<file path="src/cgm_pkg.sv">
// Shared constants and types of the clock gate, mux and manager block
package cgm_pkg;
   // ==========================================================
   // Manager measurement and lock
   localparam int PW = 12;
   localparam logic [11:0] PER_MAX = 12'hFFF;
   localparam logic [2:0] LOCK_PERIODS = 3'h4;
   localparam logic [11:0] FX_STOP_LIMIT = 12'hFFF;
   // ==========================================================
   // Status bus bit positions
   localparam int ST_PS_OVF = 0;
   localparam int ST_IN_STOP = 1;
   localparam int ST_FX_STOP = 2;
   localparam logic [7:0] STATUS_RESET = 8'h00;
   // ==========================================================
   // Synthesis and phase shift
   localparam logic [5:0] FX_M_DEFAULT = 6'h04;
   localparam logic [5:0] FX_D_DEFAULT = 6'h01;
   localparam logic signed [9:0] PS_MAX = 10'sh0FF;
   localparam logic [11:0] FINE_RANGE = 12'h040;
   localparam logic [1:0] STEP_LAT = 2'h2;
   localparam logic [4:0] DV_HALF_CODES = 5'h0E;
   localparam logic [5:0] DV_HALF_BASE = 6'h03;
   localparam logic [5:0] DV_INT_BASE = 6'h12;
   // ==========================================================
   // Mux states
   typedef enum logic {
      MX_RUN = 1'b0,
      MX_HOLD = 1'b1
   } cgm_mux_state_t;

   // Divide code to ratio in half units: 0..13 -> 1.5..8, 14..21 -> 9..16
   function automatic logic [5:0] dv_half(input logic [4:0] code);
      logic [5:0] c;
      c = {1'b0, code};
      if (code < DV_HALF_CODES) begin
         return c + DV_HALF_BASE;
      end
      return DV_INT_BASE + 6'((c - {1'b0, DV_HALF_CODES}) << 1);
   endfunction
endpackage

</file>
<file path="src/cgm_gate.sv">
// Gated global buffer: passes or suppresses whole input pulses
module cgm_gate (
   // Clock and reset
   input wire logic i_clk,
   input wire logic i_rst,
   input wire logic i_ce,
   // Gate
   input wire logic i_clock_in,
   input wire logic i_enable,
   input wire logic i_falling,
   output logic o_clock
);
   logic [1:0] s1, s2;
   logic prev, pass, next_prev, next_pass, next_o, lvl, rise;

   always_ff @(posedge i_clk or posedge i_rst) begin
      if (i_rst) begin
         s1 <= 2'h0;
         s2 <= 2'h0;
      end else if (i_ce) begin
         s1 <= {i_enable, i_clock_in};
         s2 <= s1;
      end
   end

   // ==========================================================
   // Pulse decision
   always_comb begin
      lvl = s2[0] ^ i_falling;
      rise = lvl & ~prev;
      next_prev = lvl;
      // Enable only matters at the start of a pulse
      next_pass = rise ? s2[1] : pass;
      next_o = (lvl & next_pass) ^ i_falling;
   end

   always_ff @(posedge i_clk or posedge i_rst) begin
      if (i_rst) begin
         prev <= 1'b0;
         pass <= 1'b0;
         o_clock <= 1'b0;
      end else if (i_ce) begin
         prev <= next_prev;
         pass <= next_pass;
         o_clock <= next_o;
      end
   end
endmodule // cgm_gate

</file>
<file path="src/cgm_mux.sv">
// Glitch-free two-input clock multiplexer
module cgm_mux (
   // Clock and reset
   input wire logic i_clk,
   input wire logic i_rst,
   input wire logic i_ce,
   // Mux
   input wire logic i_in0,
   input wire logic i_in1,
   input wire logic i_sel,
   input wire logic i_falling,
   output logic o_clock
);
   logic [2:0] s1, s2;
   logic [1:0] prev, lvl;
   logic cur, next_cur, next_o, new_fall;
   cgm_pkg::cgm_mux_state_t state, next_state;

   always_ff @(posedge i_clk or posedge i_rst) begin
      if (i_rst) begin
         s1 <= 3'h0;
         s2 <= 3'h0;
      end else if (i_ce) begin
         s1 <= {i_sel, i_in1, i_in0};
         s2 <= s1;
      end
   end

   // ==========================================================
   // Switchover
   always_comb begin
      lvl = s2[1:0] ^ {2{i_falling}};
      new_fall = prev[~cur] & ~lvl[~cur];
      next_state = state;
      next_cur = cur;
      next_o = 1'b0;
      case (state)
         cgm_pkg::MX_RUN: begin
            next_o = lvl[cur];
            // Old clock high: select change waits for its fall
            if (s2[2] != cur && !lvl[cur]) begin
               next_state = cgm_pkg::MX_HOLD;
               next_o = 1'b0;
            end
         end
         cgm_pkg::MX_HOLD: begin
            // Low until the new clock falls, so no phase is cut short
            if (new_fall) begin
               next_cur = ~cur;
               next_state = cgm_pkg::MX_RUN;
            end
         end
         default: next_state = cgm_pkg::MX_RUN;
      endcase
   end

   always_ff @(posedge i_clk or posedge i_rst) begin
      if (i_rst) begin
         prev <= 2'h0;
         cur <= 1'b0;
         state <= cgm_pkg::MX_RUN;
         o_clock <= 1'b0;
      end else if (i_ce) begin
         prev <= lvl;
         cur <= next_cur;
         state <= next_state;
         o_clock <= next_o ^ i_falling;
      end
   end
endmodule // cgm_mux

</file>
<file path="src/cgm_top.sv">
// Clock gate, glitch-free clock mux and clock manager, sampled on the core clock
//
// Contract
// - Enable high before rise passes whole pulse.
// - Enable low before rise suppresses pulse, low.
// - Select low routes input zero, high one.
// - Switchover never produces shorter phases.
// - Select change waits while current clock high.
// - Output low until new clock falls.
// - Falling variant swaps edges and levels.
// - Manager reset clears all manager circuits; the phase shift instead reloads i_phase_shift_setting.
// - Lock high only when enabled circuits locked.
// - Status bits: overflow, input stopped, fx stopped.
// - Doubled, synthesized outputs with inverted twins.
// - Divide 1.5 to 8 halves, 9 to 16.
// - Synthesized frequency is input times M/D.
// - Duty 50/50, except odd-half divide high-freq.
// - High-freq drops doubled, quarter outputs; quarter spacing.
// - Fine shift offsets by setting/256 of period.
// - Shift setting spans -255 to +255.
// - Variable mode halves delay range each way.
// - Phase step with direction on step clock.
module cgm_top #(
   parameter logic [5:0] FX_MULTIPLY = cgm_pkg::FX_M_DEFAULT,
   parameter logic [5:0] FX_DIVIDE = cgm_pkg::FX_D_DEFAULT
) (
   // Clock and reset
   input wire logic i_core_clk,
   input wire logic i_rst,
   input wire logic i_ce,
   // Gated global buffer
   input wire logic i_gate_clock,
   input wire logic i_gate_enable,
   input wire logic i_gate_falling,
   output logic o_gated_global_buffer,
   // Glitch-free clock mux
   input wire logic i_mux_input_zero,
   input wire logic i_mux_input_one,
   input wire logic i_mux_select,
   input wire logic i_mux_falling,
   output logic o_glitchfree_clock_mux,
   // Manager configuration
   input wire logic i_manager_reset,
   input wire logic i_feedback_used,
   input wire logic i_high_freq,
   input wire logic i_variable_mode,
   input wire logic [8:0] i_phase_shift_setting,
   input wire logic [4:0] i_divide_ratio_setting,
   // Manager clocks and phase step
   input wire logic i_manager_input_clock,
   input wire logic i_feedback_input,
   input wire logic i_phase_step_clock,
   input wire logic i_phase_step_enable,
   input wire logic i_step_direction,
   // Manager outputs
   output logic o_zero_degree_output,
   output logic o_quarter_phase_output,
   output logic o_half_phase_output,
   output logic o_three_quarter_phase_output,
   output logic o_doubled_output,
   output logic o_doubled_output_inverted,
   output logic o_divided_output,
   output logic o_synthesized_output,
   output logic o_synthesized_output_inverted,
   output logic o_locked,
   output logic [7:0] o_status,
   output logic o_step_complete
);
   // ==========================================================
   // Gate and mux
   cgm_gate u_gate (
      .i_clk(i_core_clk),
      .i_rst(i_rst),
      .i_ce(i_ce),
      .i_clock_in(i_gate_clock),
      .i_enable(i_gate_enable),
      .i_falling(i_gate_falling),
      .o_clock(o_gated_global_buffer)
   );

   cgm_mux u_mux (
      .i_clk(i_core_clk),
      .i_rst(i_rst),
      .i_ce(i_ce),
      .i_in0(i_mux_input_zero),
      .i_in1(i_mux_input_one),
      .i_sel(i_mux_select),
      .i_falling(i_mux_falling),
      .o_clock(o_glitchfree_clock_mux)
   );

   // Wraps a signed position into 0..p-1, for v from -p up to 3p-1
   function automatic logic [11:0] wrap(input logic signed [14:0] v, input logic [11:0] p);
      logic signed [14:0] r;
      logic signed [14:0] sp;
      r = v;
      sp = $signed({3'h0, p});
      if (r < 0) r = r + sp;
      if (r >= sp) r = r - sp;
      if (r >= sp) r = r - sp;
      return r[11:0];
   endfunction

   // ==========================================================
   // Synchronisers: clock in, feedback, step clock, enable, direction
   logic [4:0] s1, s2, s3;
   always_ff @(posedge i_core_clk or posedge i_rst) begin
      if (i_rst) begin
         s1 <= 5'h00;
         s2 <= 5'h00;
         s3 <= 5'h00;
      end else if (i_ce) begin
         s1 <= {i_step_direction, i_phase_step_enable, i_phase_step_clock, i_feedback_input,
                i_manager_input_clock};
         s2 <= s1;
         s3 <= s2;
      end
   end

   logic in_rise, fb_rise, ps_rise;
   assign in_rise = s2[0] & ~s3[0];
   assign fb_rise = s2[1] & ~s3[1];
   assign ps_rise = s2[2] & ~s3[2];

   // ==========================================================
   // Manager state
   logic [11:0] per_cnt, period, t, comp, fx_idle;
   logic [2:0] stable;
   logic in_stop, fb_ok, ovf, fx_stop, busy, done;
   logic signed [8:0] ps;
   logic [1:0] step_cnt;
   logic [17:0] dv_cnt, fx_acc;
   logic [11:0] next_per_cnt, next_period, next_t, next_comp, next_fx_idle;
   logic [2:0] next_stable;
   logic next_in_stop, next_fb_ok, next_ovf, next_fx_stop, next_busy, next_done;
   logic signed [8:0] next_ps;
   logic [1:0] next_step_cnt;
   logic [17:0] next_dv_cnt, next_fx_acc;
   logic next_zero, next_quarter, next_dbl, next_dv, next_fx, next_locked;
   logic [7:0] next_status;

   // Derived phase terms
   logic signed [21:0] prod;
   logic signed [12:0] off, abs_off;
   logic signed [9:0] ps_try;
   logic [11:0] ph, ph_q, ph2, half, lim, e;
   logic [5:0] h;
   logic [17:0] hp, hm, dv_len, dv_high, fx_len, fx_sum;
   logic run, grow;

   always_comb begin
      prod = ps * $signed({10'h000, period});
      off = prod[20:8];
      abs_off = off[12] ? -off : off;
      half = period >> 1;
      ph = wrap($signed({3'h0, t}) + $signed({3'h0, comp}) - {{2{off[12]}}, off}, period);
      ph_q = wrap($signed({3'h0, ph}) - $signed({3'h0, period >> 2}), period);
      ph2 = (ph >= half) ? ph - half : ph;
      h = cgm_pkg::dv_half(i_divide_ratio_setting);
      hp = {12'h000, h} * {6'h00, period};
      hm = hp - {6'h00, period};
      dv_len = {1'b0, hp[17:1]};
      // Odd half ratios in high-freq mode give K/(2K+1) high time
      dv_high = (i_high_freq && h[0]) ? {2'h0, hm[17:2]} : {2'h0, hp[17:2]};
      fx_len = {12'h000, FX_DIVIDE} * {6'h00, period};
      fx_sum = fx_acc + {12'h000, FX_MULTIPLY};
      // Variable mode centres zero skew, halving reach
      lim = i_variable_mode ? (cgm_pkg::FINE_RANGE >> 1) : cgm_pkg::FINE_RANGE;
      ps_try = s2[4] ? 10'(ps) + 10'sh001 : 10'(ps) - 10'sh001;
      grow = s2[4] ? (ps >= 0) : (ps <= 0);
      e = wrap($signed({3'h0, t}) - {{2{off[12]}}, off}, period);
      run = (period != 12'h000) && !in_stop;
   end

   always_comb begin
      next_per_cnt = per_cnt;
      next_period = period;
      next_t = t;
      next_comp = comp;
      next_stable = stable;
      next_in_stop = in_stop;
      next_fb_ok = fb_ok;
      next_ovf = ovf;
      next_ps = ps;
      next_busy = busy;
      next_done = done;
      next_step_cnt = step_cnt;
      next_dv_cnt = dv_cnt;
      next_fx_acc = fx_acc;
      next_fx_idle = fx_idle;
      next_fx_stop = fx_stop;
      next_zero = 1'b0;
      next_quarter = 1'b0;
      next_dbl = 1'b0;
      next_dv = 1'b0;
      next_fx = 1'b0;
      next_locked = 1'b0;
      next_status = cgm_pkg::STATUS_RESET;
      if (i_manager_reset) begin
         // Every manager circuit restarts
         next_per_cnt = 12'h000;
         next_period = 12'h000;
         next_t = 12'h000;
         next_comp = 12'h000;
         next_stable = 3'h0;
         next_in_stop = 1'b0;
         next_fb_ok = 1'b0;
         next_ovf = 1'b0;
         next_ps = $signed(i_phase_shift_setting);
         next_busy = 1'b0;
         next_done = 1'b0;
         next_step_cnt = 2'h0;
         next_dv_cnt = 18'h00000;
         next_fx_acc = 18'h00000;
         next_fx_idle = 12'h000;
         next_fx_stop = 1'b0;
      end else begin
         // Period measurement and stop detection
         if (in_rise) begin
            next_per_cnt = 12'h001;
            next_period = per_cnt;
            next_t = 12'h000;
            next_in_stop = 1'b0;
            if (per_cnt != period) next_stable = 3'h0;
            else if (stable != cgm_pkg::LOCK_PERIODS) next_stable = stable + 3'h1;
         end else if (per_cnt == cgm_pkg::PER_MAX) begin
            next_in_stop = 1'b1;
            next_stable = 3'h0;
         end else begin
            next_per_cnt = per_cnt + 12'h001;
            next_t = (t + 12'h001 >= period) ? 12'h000 : t + 12'h001;
         end
         // De-skew: walk compensation until feedback meets target
         if (fb_rise && i_feedback_used) begin
            next_fb_ok = (e == 12'h000);
            if (e != 12'h000 && e < half) next_comp = wrap($signed({3'h0, comp}) + 15'sh0001, period);
            else if (e != 12'h000) next_comp = wrap($signed({3'h0, comp}) - 15'sh0001, period);
         end
         // Variable-mode stepping on the step clock
         if (ps_rise) begin
            if (busy) begin
               next_step_cnt = step_cnt + 2'h1;
               if (step_cnt == cgm_pkg::STEP_LAT) begin
                  next_done = 1'b1;
                  next_busy = 1'b0;
               end
            end else begin
               next_done = 1'b0;
               if (s2[3] && i_variable_mode) begin
                  next_busy = 1'b1;
                  next_step_cnt = 2'h1;
                  // Refused steps leave the shift and flag overflow
                  if (ps_try > cgm_pkg::PS_MAX || ps_try < -cgm_pkg::PS_MAX
                      || (abs_off >= $signed({1'b0, lim}) && grow)) begin
                     next_ovf = 1'b1;
                  end else begin
                     next_ovf = 1'b0;
                     next_ps = ps_try[8:0];
                  end
               end
            end
         end
         // Synthesized clock by accumulator; stalls with the input
         if (run) begin
            next_fx_acc = (fx_sum >= fx_len) ? fx_sum - fx_len : fx_sum;
            next_dv_cnt = (dv_cnt + 18'h00001 >= dv_len) ? 18'h00000 : dv_cnt + 18'h00001;
         end
         next_fx = run && (next_fx_acc < (fx_len >> 1));
         if (next_fx != o_synthesized_output) next_fx_idle = 12'h000;
         else if (fx_idle != cgm_pkg::FX_STOP_LIMIT) next_fx_idle = fx_idle + 12'h001;
         next_fx_stop = (fx_idle == cgm_pkg::FX_STOP_LIMIT);
         // Coarse phases a quarter period apart
         next_zero = run && (ph < half);
         next_quarter = run && !i_high_freq && (ph_q < half);
         next_dbl = run && !i_high_freq && (ph2 < (half >> 1));
         next_dv = run && (dv_cnt < dv_high);
         next_locked = (stable == cgm_pkg::LOCK_PERIODS) && !next_in_stop
                       && (!i_feedback_used || fb_ok);
         next_status[cgm_pkg::ST_PS_OVF] = next_ovf;
         next_status[cgm_pkg::ST_IN_STOP] = next_in_stop;
         next_status[cgm_pkg::ST_FX_STOP] = next_fx_stop;
      end
   end

   always_ff @(posedge i_core_clk or posedge i_rst) begin
      if (i_rst) begin
         per_cnt <= 12'h000;
         period <= 12'h000;
         t <= 12'h000;
         comp <= 12'h000;
         stable <= 3'h0;
         in_stop <= 1'b0;
         fb_ok <= 1'b0;
         ovf <= 1'b0;
         ps <= 9'sh000;
         busy <= 1'b0;
         done <= 1'b0;
         step_cnt <= 2'h0;
         dv_cnt <= 18'h00000;
         fx_acc <= 18'h00000;
         fx_idle <= 12'h000;
         fx_stop <= 1'b0;
         o_zero_degree_output <= 1'b0;
         o_half_phase_output <= 1'b0;
         o_quarter_phase_output <= 1'b0;
         o_three_quarter_phase_output <= 1'b0;
         o_doubled_output <= 1'b0;
         o_doubled_output_inverted <= 1'b0;
         o_divided_output <= 1'b0;
         o_synthesized_output <= 1'b0;
         o_synthesized_output_inverted <= 1'b0;
         o_locked <= 1'b0;
         o_status <= cgm_pkg::STATUS_RESET;
         o_step_complete <= 1'b0;
      end else if (i_ce) begin
         per_cnt <= next_per_cnt;
         period <= next_period;
         t <= next_t;
         comp <= next_comp;
         stable <= next_stable;
         in_stop <= next_in_stop;
         fb_ok <= next_fb_ok;
         ovf <= next_ovf;
         ps <= next_ps;
         busy <= next_busy;
         done <= next_done;
         step_cnt <= next_step_cnt;
         dv_cnt <= next_dv_cnt;
         fx_acc <= next_fx_acc;
         fx_idle <= next_fx_idle;
         fx_stop <= next_fx_stop;
         o_zero_degree_output <= next_zero;
         o_half_phase_output <= run && !next_zero && !i_manager_reset;
         o_quarter_phase_output <= next_quarter;
         o_three_quarter_phase_output <= run && !i_high_freq && !next_quarter && !i_manager_reset;
         o_doubled_output <= next_dbl;
         o_doubled_output_inverted <= run && !i_high_freq && !next_dbl && !i_manager_reset;
         o_divided_output <= next_dv;
         o_synthesized_output <= next_fx;
         o_synthesized_output_inverted <= run && !next_fx && !i_manager_reset;
         o_locked <= next_locked;
         o_status <= next_status;
         o_step_complete <= next_done;
      end
   end
endmodule // cgm_top

</file>
<file path="config.mk">
export PLATFORM = sky130hd
export DESIGN_NAME = cgm_top
export DESIGN_NICKNAME = d
export VERILOG_FILES = /design/src/cgm_pkg.sv /design/src/cgm_gate.sv /design/src/cgm_mux.sv /design/src/cgm_top.sv
export SDC_FILE = /design/constraint.sdc
export NUM_CORES = 2
export LEC_CHECK = 0
export BUFFER_PORTS_ARGS = -buffer_cell sky130_fd_sc_hd__clkbuf_2
export CELL_PAD_IN_SITES_DETAIL_PLACEMENT = 1
export CELL_PAD_IN_SITES_GLOBAL_PLACEMENT = 1
export CORE_MARGIN = 2
export CORE_UTILIZATION = 50
export DETAILED_ROUTE_END_ITERATION = 8
export PLACE_DENSITY_LB_ADDON = 0.1
export REMOVE_ABC_BUFFERS = 1
export SYNTH_ARGS = -nofsm -noshare
export SYNTH_HDL_FRONTEND = slang
export SYNTH_SLANG_ARGS = --single-unit
</file>
<file path="constraint.sdc">
create_clock -name i_core_clk -period 28.4 [get_ports i_core_clk]
set_input_delay 5.68 -clock i_core_clk [delete_from_list [all_inputs] [get_ports i_core_clk]]
set_output_delay 5.68 -clock i_core_clk [all_outputs]
set_load 0.01 [all_outputs]
</file>
After elaboration in Yosys (flattened, before gate mapping)
Cells that the tools add are included.
{"block": "word_totals", "register_bits": 159, "latchBits": 0, "ram_bits": 0, "romBits": 0, "input_bits": 33, "output_inout_bits": 21, "word_cells": 317, "memories": 0}
{"block": "op_classes", "add_sub_neg": 37, "multipliers": 2, "div_mod_pow": 0, "n_lt_le_gt_ge": 33, "eq_ne": 14, "shifts": 0, "muxes": 114, "bitwise": 17, "reduce_logical": 60}
{"cell": "two-way mux 15 bit", "count": 23}
{"cell": "two-way mux 12 bit", "count": 22}
{"cell": ">= comparator 15 x 13 -> 1 bit", "count": 10}
{"cell": "two-way mux 18 bit", "count": 7}
{"cell": "subtractor 15 x 13 -> 15 bit", "count": 5}
{"cell": "subtractor 12 bit", "count": 5}
{"cell": "two-way mux 9 bit", "count": 5}
{"cell": "less-than comparator 13 x 1 -> 1 bit, second input constant", "count": 3}
{"cell": "two-way mux 1 bit", "count": 39}
{"cell": "adder 12 x 1 -> 12 bit, second input constant", "count": 3}
{"cell": "less-than comparator 12 x 11 -> 1 bit", "count": 3}
{"cell": "subtractor 18 x 12 -> 18 bit", "count": 2}
{"cell": "adder 13 x 13 -> 14 bit", "count": 2}
{"cell": "== test 12 bit, second input constant", "count": 2}
{"cell": "nonzero test 12 bit", "count": 2}
{"cell": "logical AND 1 bit", "count": 23}
{"cell": "multiplier 9 x 13 -> 21 bit", "count": 1}
{"cell": "adder 18 x 1 -> 18 bit, second input constant", "count": 1}
{"cell": "adder 18 x 3 -> 18 bit, second input constant", "count": 1}
{"cell": ">= comparator 18 x 12 -> 1 bit", "count": 1}
{"cell": ">= comparator 18 x 17 -> 1 bit", "count": 1}
{"cell": "less-than comparator 18 x 11 -> 1 bit", "count": 1}
{"cell": "less-than comparator 18 x 16 -> 1 bit", "count": 1}
{"cell": "multiplier 6 x 12 -> 18 bit", "count": 1}
{"cell": "60 further kinds", "count": 113}

Depth between registers and ports, before layout
{"block": "logic_depth", "depth_word": 25, "ltp_mapped": 127, "depth_no_buf": 119}

Cells and area by module
From an unflattened synthesis, not the netlist that was laid out.
{"block": "hier_totals", "hier_cells": 3802, "hier_area_um2": 30127.6}
{"mod": "cgm_top", "n_inst": 1, "cells_each": 3739, "area_each_um2": 29328.1, "seq_area_each_um2": 3478.3}
{"mod": "cgm_mux", "n_inst": 1, "cells_each": 40, "area_each_um2": 483.0, "seq_area_each_um2": 275.3}
{"mod": "cgm_gate", "n_inst": 1, "cells_each": 23, "area_each_um2": 316.6, "seq_area_each_um2": 175.2}

Least setup slack after synthesis
OpenSTA, ideal clock, no wires.
{"block": "synth_path", "kind": "register to register", "start": "register period[1]", "end": "register o_quarter_phase_output", "setup_time_ns": 0.065, "arrival_time_ns": 23.615, "required_ns": 28.335, "path_slack_ns": 4.721, "stages_incl_launch_ff": 118, "path_buffers": 9, "synth_period_minus_slack_ns": 23.679, "path_cell_list": "dfrtp_1 > inv_1 > nor2_1 > fa_1 > fa_1 > inv_1 > fa_1 > fa_1 > inv_1 > fa_1 > ha_1 > o21ai_0 > nor2_1 > o41ai_4 > o21ai_1 > a21oi_1 > o21bai_1 > a21oi_1 > [82 not listed] > a21boi_0 > o21ai_0 > nand2b_1 > a21oi_1 > nor3_1 > nand2_1 > o31ai_2 > and3_1 > buf_6 > mux2_2 > ha_1 > a21o_1 > a21o_1 > a21oi_1 > nor3b_1 > o311ai_2 > a211oi_2 > mux2_2"}
{"block": "synth_via", "elab_chain_cells": 18, "elab_cells_between_ends": 27, "classes_between": "add/sub (8); mul (1); order compare (7); mux (7); reduce/logical (4)"}
{"element": "start: declaration", "line_no": "cgm_top.sv:127", "text": "logic [11:0] per_cnt, period, t, comp, fx_idle;"}
{"element": "start signal: assignment", "line_no": "cgm_top.sv:317", "text": "period <= next_period;"}
{"element": "multiplier 9 x 13 -> 21 bit", "line_no": "cgm_top.sv:152", "text": "prod = ps * $signed({10'h000, period});"}
{"element": "subtractor 14 x 13 -> 15 bit", "line_no": "cgm_top.sv:156", "text": "ph = wrap($signed({3'h0, t}) + $signed({3'h0, comp}) - {{2{off[12]}}, off}, period);"}
{"element": "adder 15 x 13 -> 15 bit / less-than comparator 15 x 1 -> 1 bit (equally long branches)", "line_no": "cgm_top.sv:98", "text": "if (r < 0) r = r + sp;"}
{"element": "two-way mux 15 bit", "line_no": "cgm_top.sv:98"}
{"element": "subtractor 15 x 13 -> 15 bit / >= comparator 15 x 13 -> 1 bit (equally long branches)", "line_no": "cgm_top.sv:99", "text": "if (r >= sp) r = r - sp;"}
{"element": "two-way mux 15 bit", "line_no": "cgm_top.sv:99"}
{"element": "subtractor 12 bit / >= comparator 15 x 13 -> 1 bit (equally long branches)", "line_no": "cgm_top.sv:100", "text": "if (r >= sp) r = r - sp;"}
{"element": "two-way mux 12 bit", "line_no": "cgm_top.sv:100"}
{"element": "[2 not listed]"}
{"element": "two-way mux 15 bit", "line_no": "cgm_top.sv:98"}
{"element": "subtractor 15 x 13 -> 15 bit / >= comparator 15 x 13 -> 1 bit (equally long branches)", "line_no": "cgm_top.sv:99"}
{"element": "two-way mux 15 bit", "line_no": "cgm_top.sv:99"}
{"element": "subtractor 12 bit / >= comparator 15 x 13 -> 1 bit (equally long branches)", "line_no": "cgm_top.sv:100"}
{"element": "two-way mux 12 bit", "line_no": "cgm_top.sv:100"}
{"element": "less-than comparator 12 x 11 -> 1 bit", "line_no": "cgm_top.sv:274", "text": "next_quarter = run && !i_high_freq && (ph_q < half);"}
{"element": "logical AND 1 bit (*)", "line_no": "cgm_top.sv:274"}
{"element": "two-way mux 1 bit (*)", "line_no": "cgm_top.sv:199", "text": "if (i_manager_reset) begin"}
{"element": "end signal: assignment", "line_no": "cgm_top.sv:334", "text": "o_quarter_phase_output <= next_quarter;"}
{"element": "end: declaration", "line_no": "cgm_top.sv:57", "text": "output logic o_quarter_phase_output,"}
Every way passes the cells marked *; elsewhere a longest branch is shown, timed or not.
A chain may end at the register's enable or synchronous reset.

Worst setup path in the final report
{"block": "layout_path", "start": "register period[7]", "end": "register o_three_quarter_phase_output"}
{"block": "layout_via", "elab_chain_cells": 21, "elab_cells_between_ends": 30, "classes_between": "add/sub (8); mul (1); order compare (7); mux (7); reduce/logical (7)"}
{"element": "multiplier 9 x 13 -> 21 bit", "line_no": "cgm_top.sv:152"}
{"element": "subtractor 14 x 13 -> 15 bit", "line_no": "cgm_top.sv:156"}
{"element": "adder 15 x 13 -> 15 bit / less-than comparator 15 x 1 -> 1 bit (equally long branches)", "line_no": "cgm_top.sv:98"}
{"element": "two-way mux 15 bit", "line_no": "cgm_top.sv:98"}
{"element": "subtractor 15 x 13 -> 15 bit / >= comparator 15 x 13 -> 1 bit (equally long branches)", "line_no": "cgm_top.sv:99"}
{"element": "two-way mux 15 bit", "line_no": "cgm_top.sv:99"}
{"element": "subtractor 12 bit / >= comparator 15 x 13 -> 1 bit (equally long branches)", "line_no": "cgm_top.sv:100"}
{"element": "two-way mux 12 bit", "line_no": "cgm_top.sv:100"}
{"element": "[4 not listed]"}
{"element": "two-way mux 15 bit", "line_no": "cgm_top.sv:99"}
{"element": "subtractor 12 bit / >= comparator 15 x 13 -> 1 bit (equally long branches)", "line_no": "cgm_top.sv:100"}
{"element": "two-way mux 12 bit", "line_no": "cgm_top.sv:100"}
{"element": "less-than comparator 12 x 11 -> 1 bit", "line_no": "cgm_top.sv:274"}
{"element": "logical AND 1 bit", "line_no": "cgm_top.sv:274"}
{"element": "two-way mux 1 bit", "line_no": "cgm_top.sv:199"}
{"element": "logical NOT 1 bit", "line_no": "cgm_top.sv:335", "text": "o_three_quarter_phase_output <= run && !i_high_freq && !next_quarter && !i_manager_reset;"}
{"element": "logical AND 1 bit (*) (2 in a row)", "line_no": "cgm_top.sv:335"}
{"element": "end signal: assignment", "line_no": "cgm_top.sv:335"}
{"element": "end: declaration", "line_no": "cgm_top.sv:59", "text": "output logic o_three_quarter_phase_output,"}
Marks and branches as above.

==> flow_summary_export.csv <==
group,metric,value,unit
clock_network,cts_tree,"done",
synth,synth_ff_type,"dfrtp_1",
setup_path,worstSetupPathType,"reg -> reg",
setup_path,cp_slowest_cell,"or3_2",
clock_network,cts_sinks,157,
synth,synthCells,3690,
synth,synth_top_area_cell,"ha_1",
sta,fin_crit,26.21,ns
finish,fin_cells,4472,
placement,io_buffers,48,
drt,vias,27700,
synth,synth.avg_cell_area,7.97,um2
setup_path,crit_family,"compound AO/OA/AOI/OAI gates",
job,max_cap_viol_count,0,
finish,syn_to_final_growth,5.98,%
floorplan,num_rows,88,
finish,layout-drive-gt1-share,0.0728,
setup_path,cp-startpoint,"period[7]",
finish,nNetsFinal,4296,
grt,grt-ovfl-total,0,
placement,hpwl,78.0,mm
clock_network,clock_latency,0.50,ns
sta,slew_violations,0,
setup_path,critical_path_buf_inv_count,8,
sta,setup_tns,0,ns
clock_network,clock_path_buffers,2,
drt,wl_per_cell,22.5,um
drt,drc_errors,0,
clock_network,post-cts-setup-buffers,0,
synth,ys.warnings.count,0,
synth,synth_area,29400,um2
drt,ant_nets,0,
synth,synth_top_area_frac,0.186,
synth,synth_edf_count,0,
synth,synthArstFlopShare,1.00,
setup_path,max_stage_delay,0.65,ns
sta,setup_viol,0,
synth,synth_cell_types,96,
clock_network,cts_made_buffers,17,
setup_path,crit_required,28.77,ns
grt,grt_antenna_before_repair,2,
sta,tightestPinTransition,1.27,ns
clock_network,htree_levels,4,
setup_path,arrival,26.58,ns
run_status,status,"finished, final reports clean",
setup_path,endpoint_kind,"flip-flop",
drt,drt-vias-per-instance,6.19,
setup_path,reg2reg_from,"period[7]",
grt,grt_usage,0.335,
drt,drtIter0Drc,1553,
worst_hold_path,min_path_type,"reg -> reg",
setup_path,worstPathMaxFanout,21,
clock_network,cts_root_buffer,"clkbuf_16",
sta,fmax,38.1,MHz
finish,fin_util,0.538,
setup_path,critPathMostFrequentCell,"o21ai_0",
finish,antennaDiodeCount,0,
placement,dp_cells,4440,
sta,min_period_over_period,0.923,
drt,totalWireLength,101,mm
floorplan,core,57900,um2
grt,grt_pass1_wl,161,mm
setup_path,start_kind,"flip-flop",
synth,ys_seq_elements,157,
floorplan,die_h,246,um
grt,grt_max_degree,93,
synth,ys_seq_area_frac,0.134,
floorplan,pin_count,54,
sta,slew_headroom,0.149,
floorplan,initial_core_util,0.508,
floorplan,chipWidth,246,um
sta,finClkSkew,0.0279,ns
sta,rsz0062_at_grt,"no",
grt,grt_pass1_vias,30000,
floorplan,dieArea,60700,um2
drt,dr.pass1.iters,5,
worst_hold_path,worst_hold_startpoint,"step_cnt[0]",
sta,final-hold-violation-count,0,
synth,synthTopCellsByArea,"ha_1 (19%), dfrtp_1 (13%), fa_1 (9.0%), nand2_1 (5.3%), xnor2_1 (5.2%)",
clock_network,cts.clk_slew.worst_paths,0.10,ns
placement,gp_congestion,0.925,
Yosys cell counts, drive strengths merged (9+ instances only):
cell	instances
xor2	89
xnor2	175
mux2i	64
nor3	61
nor2	266
ha	437
inv	321
clkbuf	92
a21o	70
dfrtp	157
nand2b	71
a21oi	228
or3	23
nand2	413
a22o	24
o21bai	38
and3	31
o21a	27
o211ai	12
and2	67
o31a	20
nor2b	63
nand4	59
or4	10
nand3	76
fa	132
nor4	21
a221oi	9
o21ai	258
a211oi	25
nor3b	11
mux2	96
a211o	9
o31ai	33
a21boi	67
a31oi	17
buf	22
worst paths after layout:
path,to,slack (ns),cells past startpoint
max,o_three_quarter_phase_output,2.19,108
min,step_cnt[0],0.49,1
max reg2reg,o_three_quarter_phase_output,2.19,108
min reg2reg,step_cnt[0],0.49,1
max in group asynchronous,comp[8],21.50,3
min in group asynchronous,u_mux.s1[1],5.36,2
cell usage in the layout, fill, tap and decap left out, types with 11 or more instances in the layout:
master | synthesis | routed
a211oi_1 | 23 | 23
a21boi_0 | 65 | 65
a21o_1 | 70 | 70
a21oi_1 | 227 | 226
a22o_1 | 24 | 24
a31oi_1 | 17 | 16
and2_1 | 67 | 67
and3_1 | 31 | 30
buf_4 | 11 | 48
clkbuf_16 | 0 | 17
clkbuf_2 | 0 | 47
dfrtp_1 | 157 | 156
fa_1 | 132 | 132
ha_1 | 437 | 437
inv_1 | 321 | 319
mux2_2 | 89 | 89
mux2i_1 | 63 | 63
nand2_1 | 412 | 411
nand2b_1 | 71 | 71
nand3_1 | 74 | 73
nand4_1 | 59 | 59
nor2_1 | 265 | 264
nor2b_1 | 63 | 63
nor3_1 | 61 | 61
nor3b_1 | 11 | 11
nor4_1 | 20 | 18
o211ai_1 | 11 | 11
o21a_1 | 27 | 27
o21ai_0 | 247 | 245
o21bai_1 | 38 | 38
o31a_1 | 20 | 20
o31ai_1 | 26 | 26
or3_1 | 23 | 22
xnor2_1 | 174 | 174
xor2_1 | 89 | 89
metrics by stage:
stage | cell area [um2] | hold WS [ns] | setup WS [ns]
floorplan | 28900 | 0.448 | 4.67
global placement | 30500 | 0.470 | 2.90
detailed placement | 30500 | 0.482 | 1.51
CTS | 31100 | 0.498 | 1.42
global route | 31200 | 0.522 | 0.100
finish | 31200 | 0.491 | 2.19
what timing repair did:
| action | CTS | global route |
|---|---|---|
| endpoints found under the setup margin | 0 | 2 |
| resized for setup | 0 | 9 |
| hold buffers | 0 | 0 |
routing by layer:
layer  vias to the layer above  global-route usage  part of all wire
met5                         -                   0                 0
met4                         0               0.138             0.040
met3                       218              0.0377             0.045
met2                       638               0.591              0.49
met1                     13900               0.414              0.43
li1                      12900                   -                 -
cell families after synthesis:
group,count (synthesis),synth area share
and+or+nand+nor,1193,0.194
AOI/OAI and AO/OA,907,0.200
adders and majority gates,570,0.276
buffers and inverters,437,0.0576
xor gates and xnor gates,265,0.0797
muxes,160,0.0590
DFF,157,0.134
other,1,0.000128
area by class of cell:
| class | instances | area, um2 |
|---|---|---|
| fillers | 7157 | 26800 |
| multi-input cells | 3100 | 23800 |
| flip-flops and latches | 157 | 3930 |
| inverters | 323 | 1220 |
| well taps | 765 | 957 |
| repair buffers | 95 | 596 |
| clock buffers | 17 | 425 |
| clock inverters | 15 | 196 |
registers in the layout, indices dropped and copies added (netlist names), 3 cells and up:
| signal | flops |
|---|---|
| ps | 9 |
| per_cnt | 12 |
| u_mux.s2 | 3 |
| fx_acc | 18 |
| s1 | 5 |
| stable | 3 |
| o_status | 3 |
| s2 | 5 |
| dv_cnt | 18 |
| fx_idle | 12 |
| u_mux.s1 | 3 |
| s3 | 3 |
| period | 12 |
| comp | 12 |
| t | 12 |
Power is left out: the tool's default activity adds up to more than one toggle a clock period on the data nets, which glitch-free logic cannot reach.
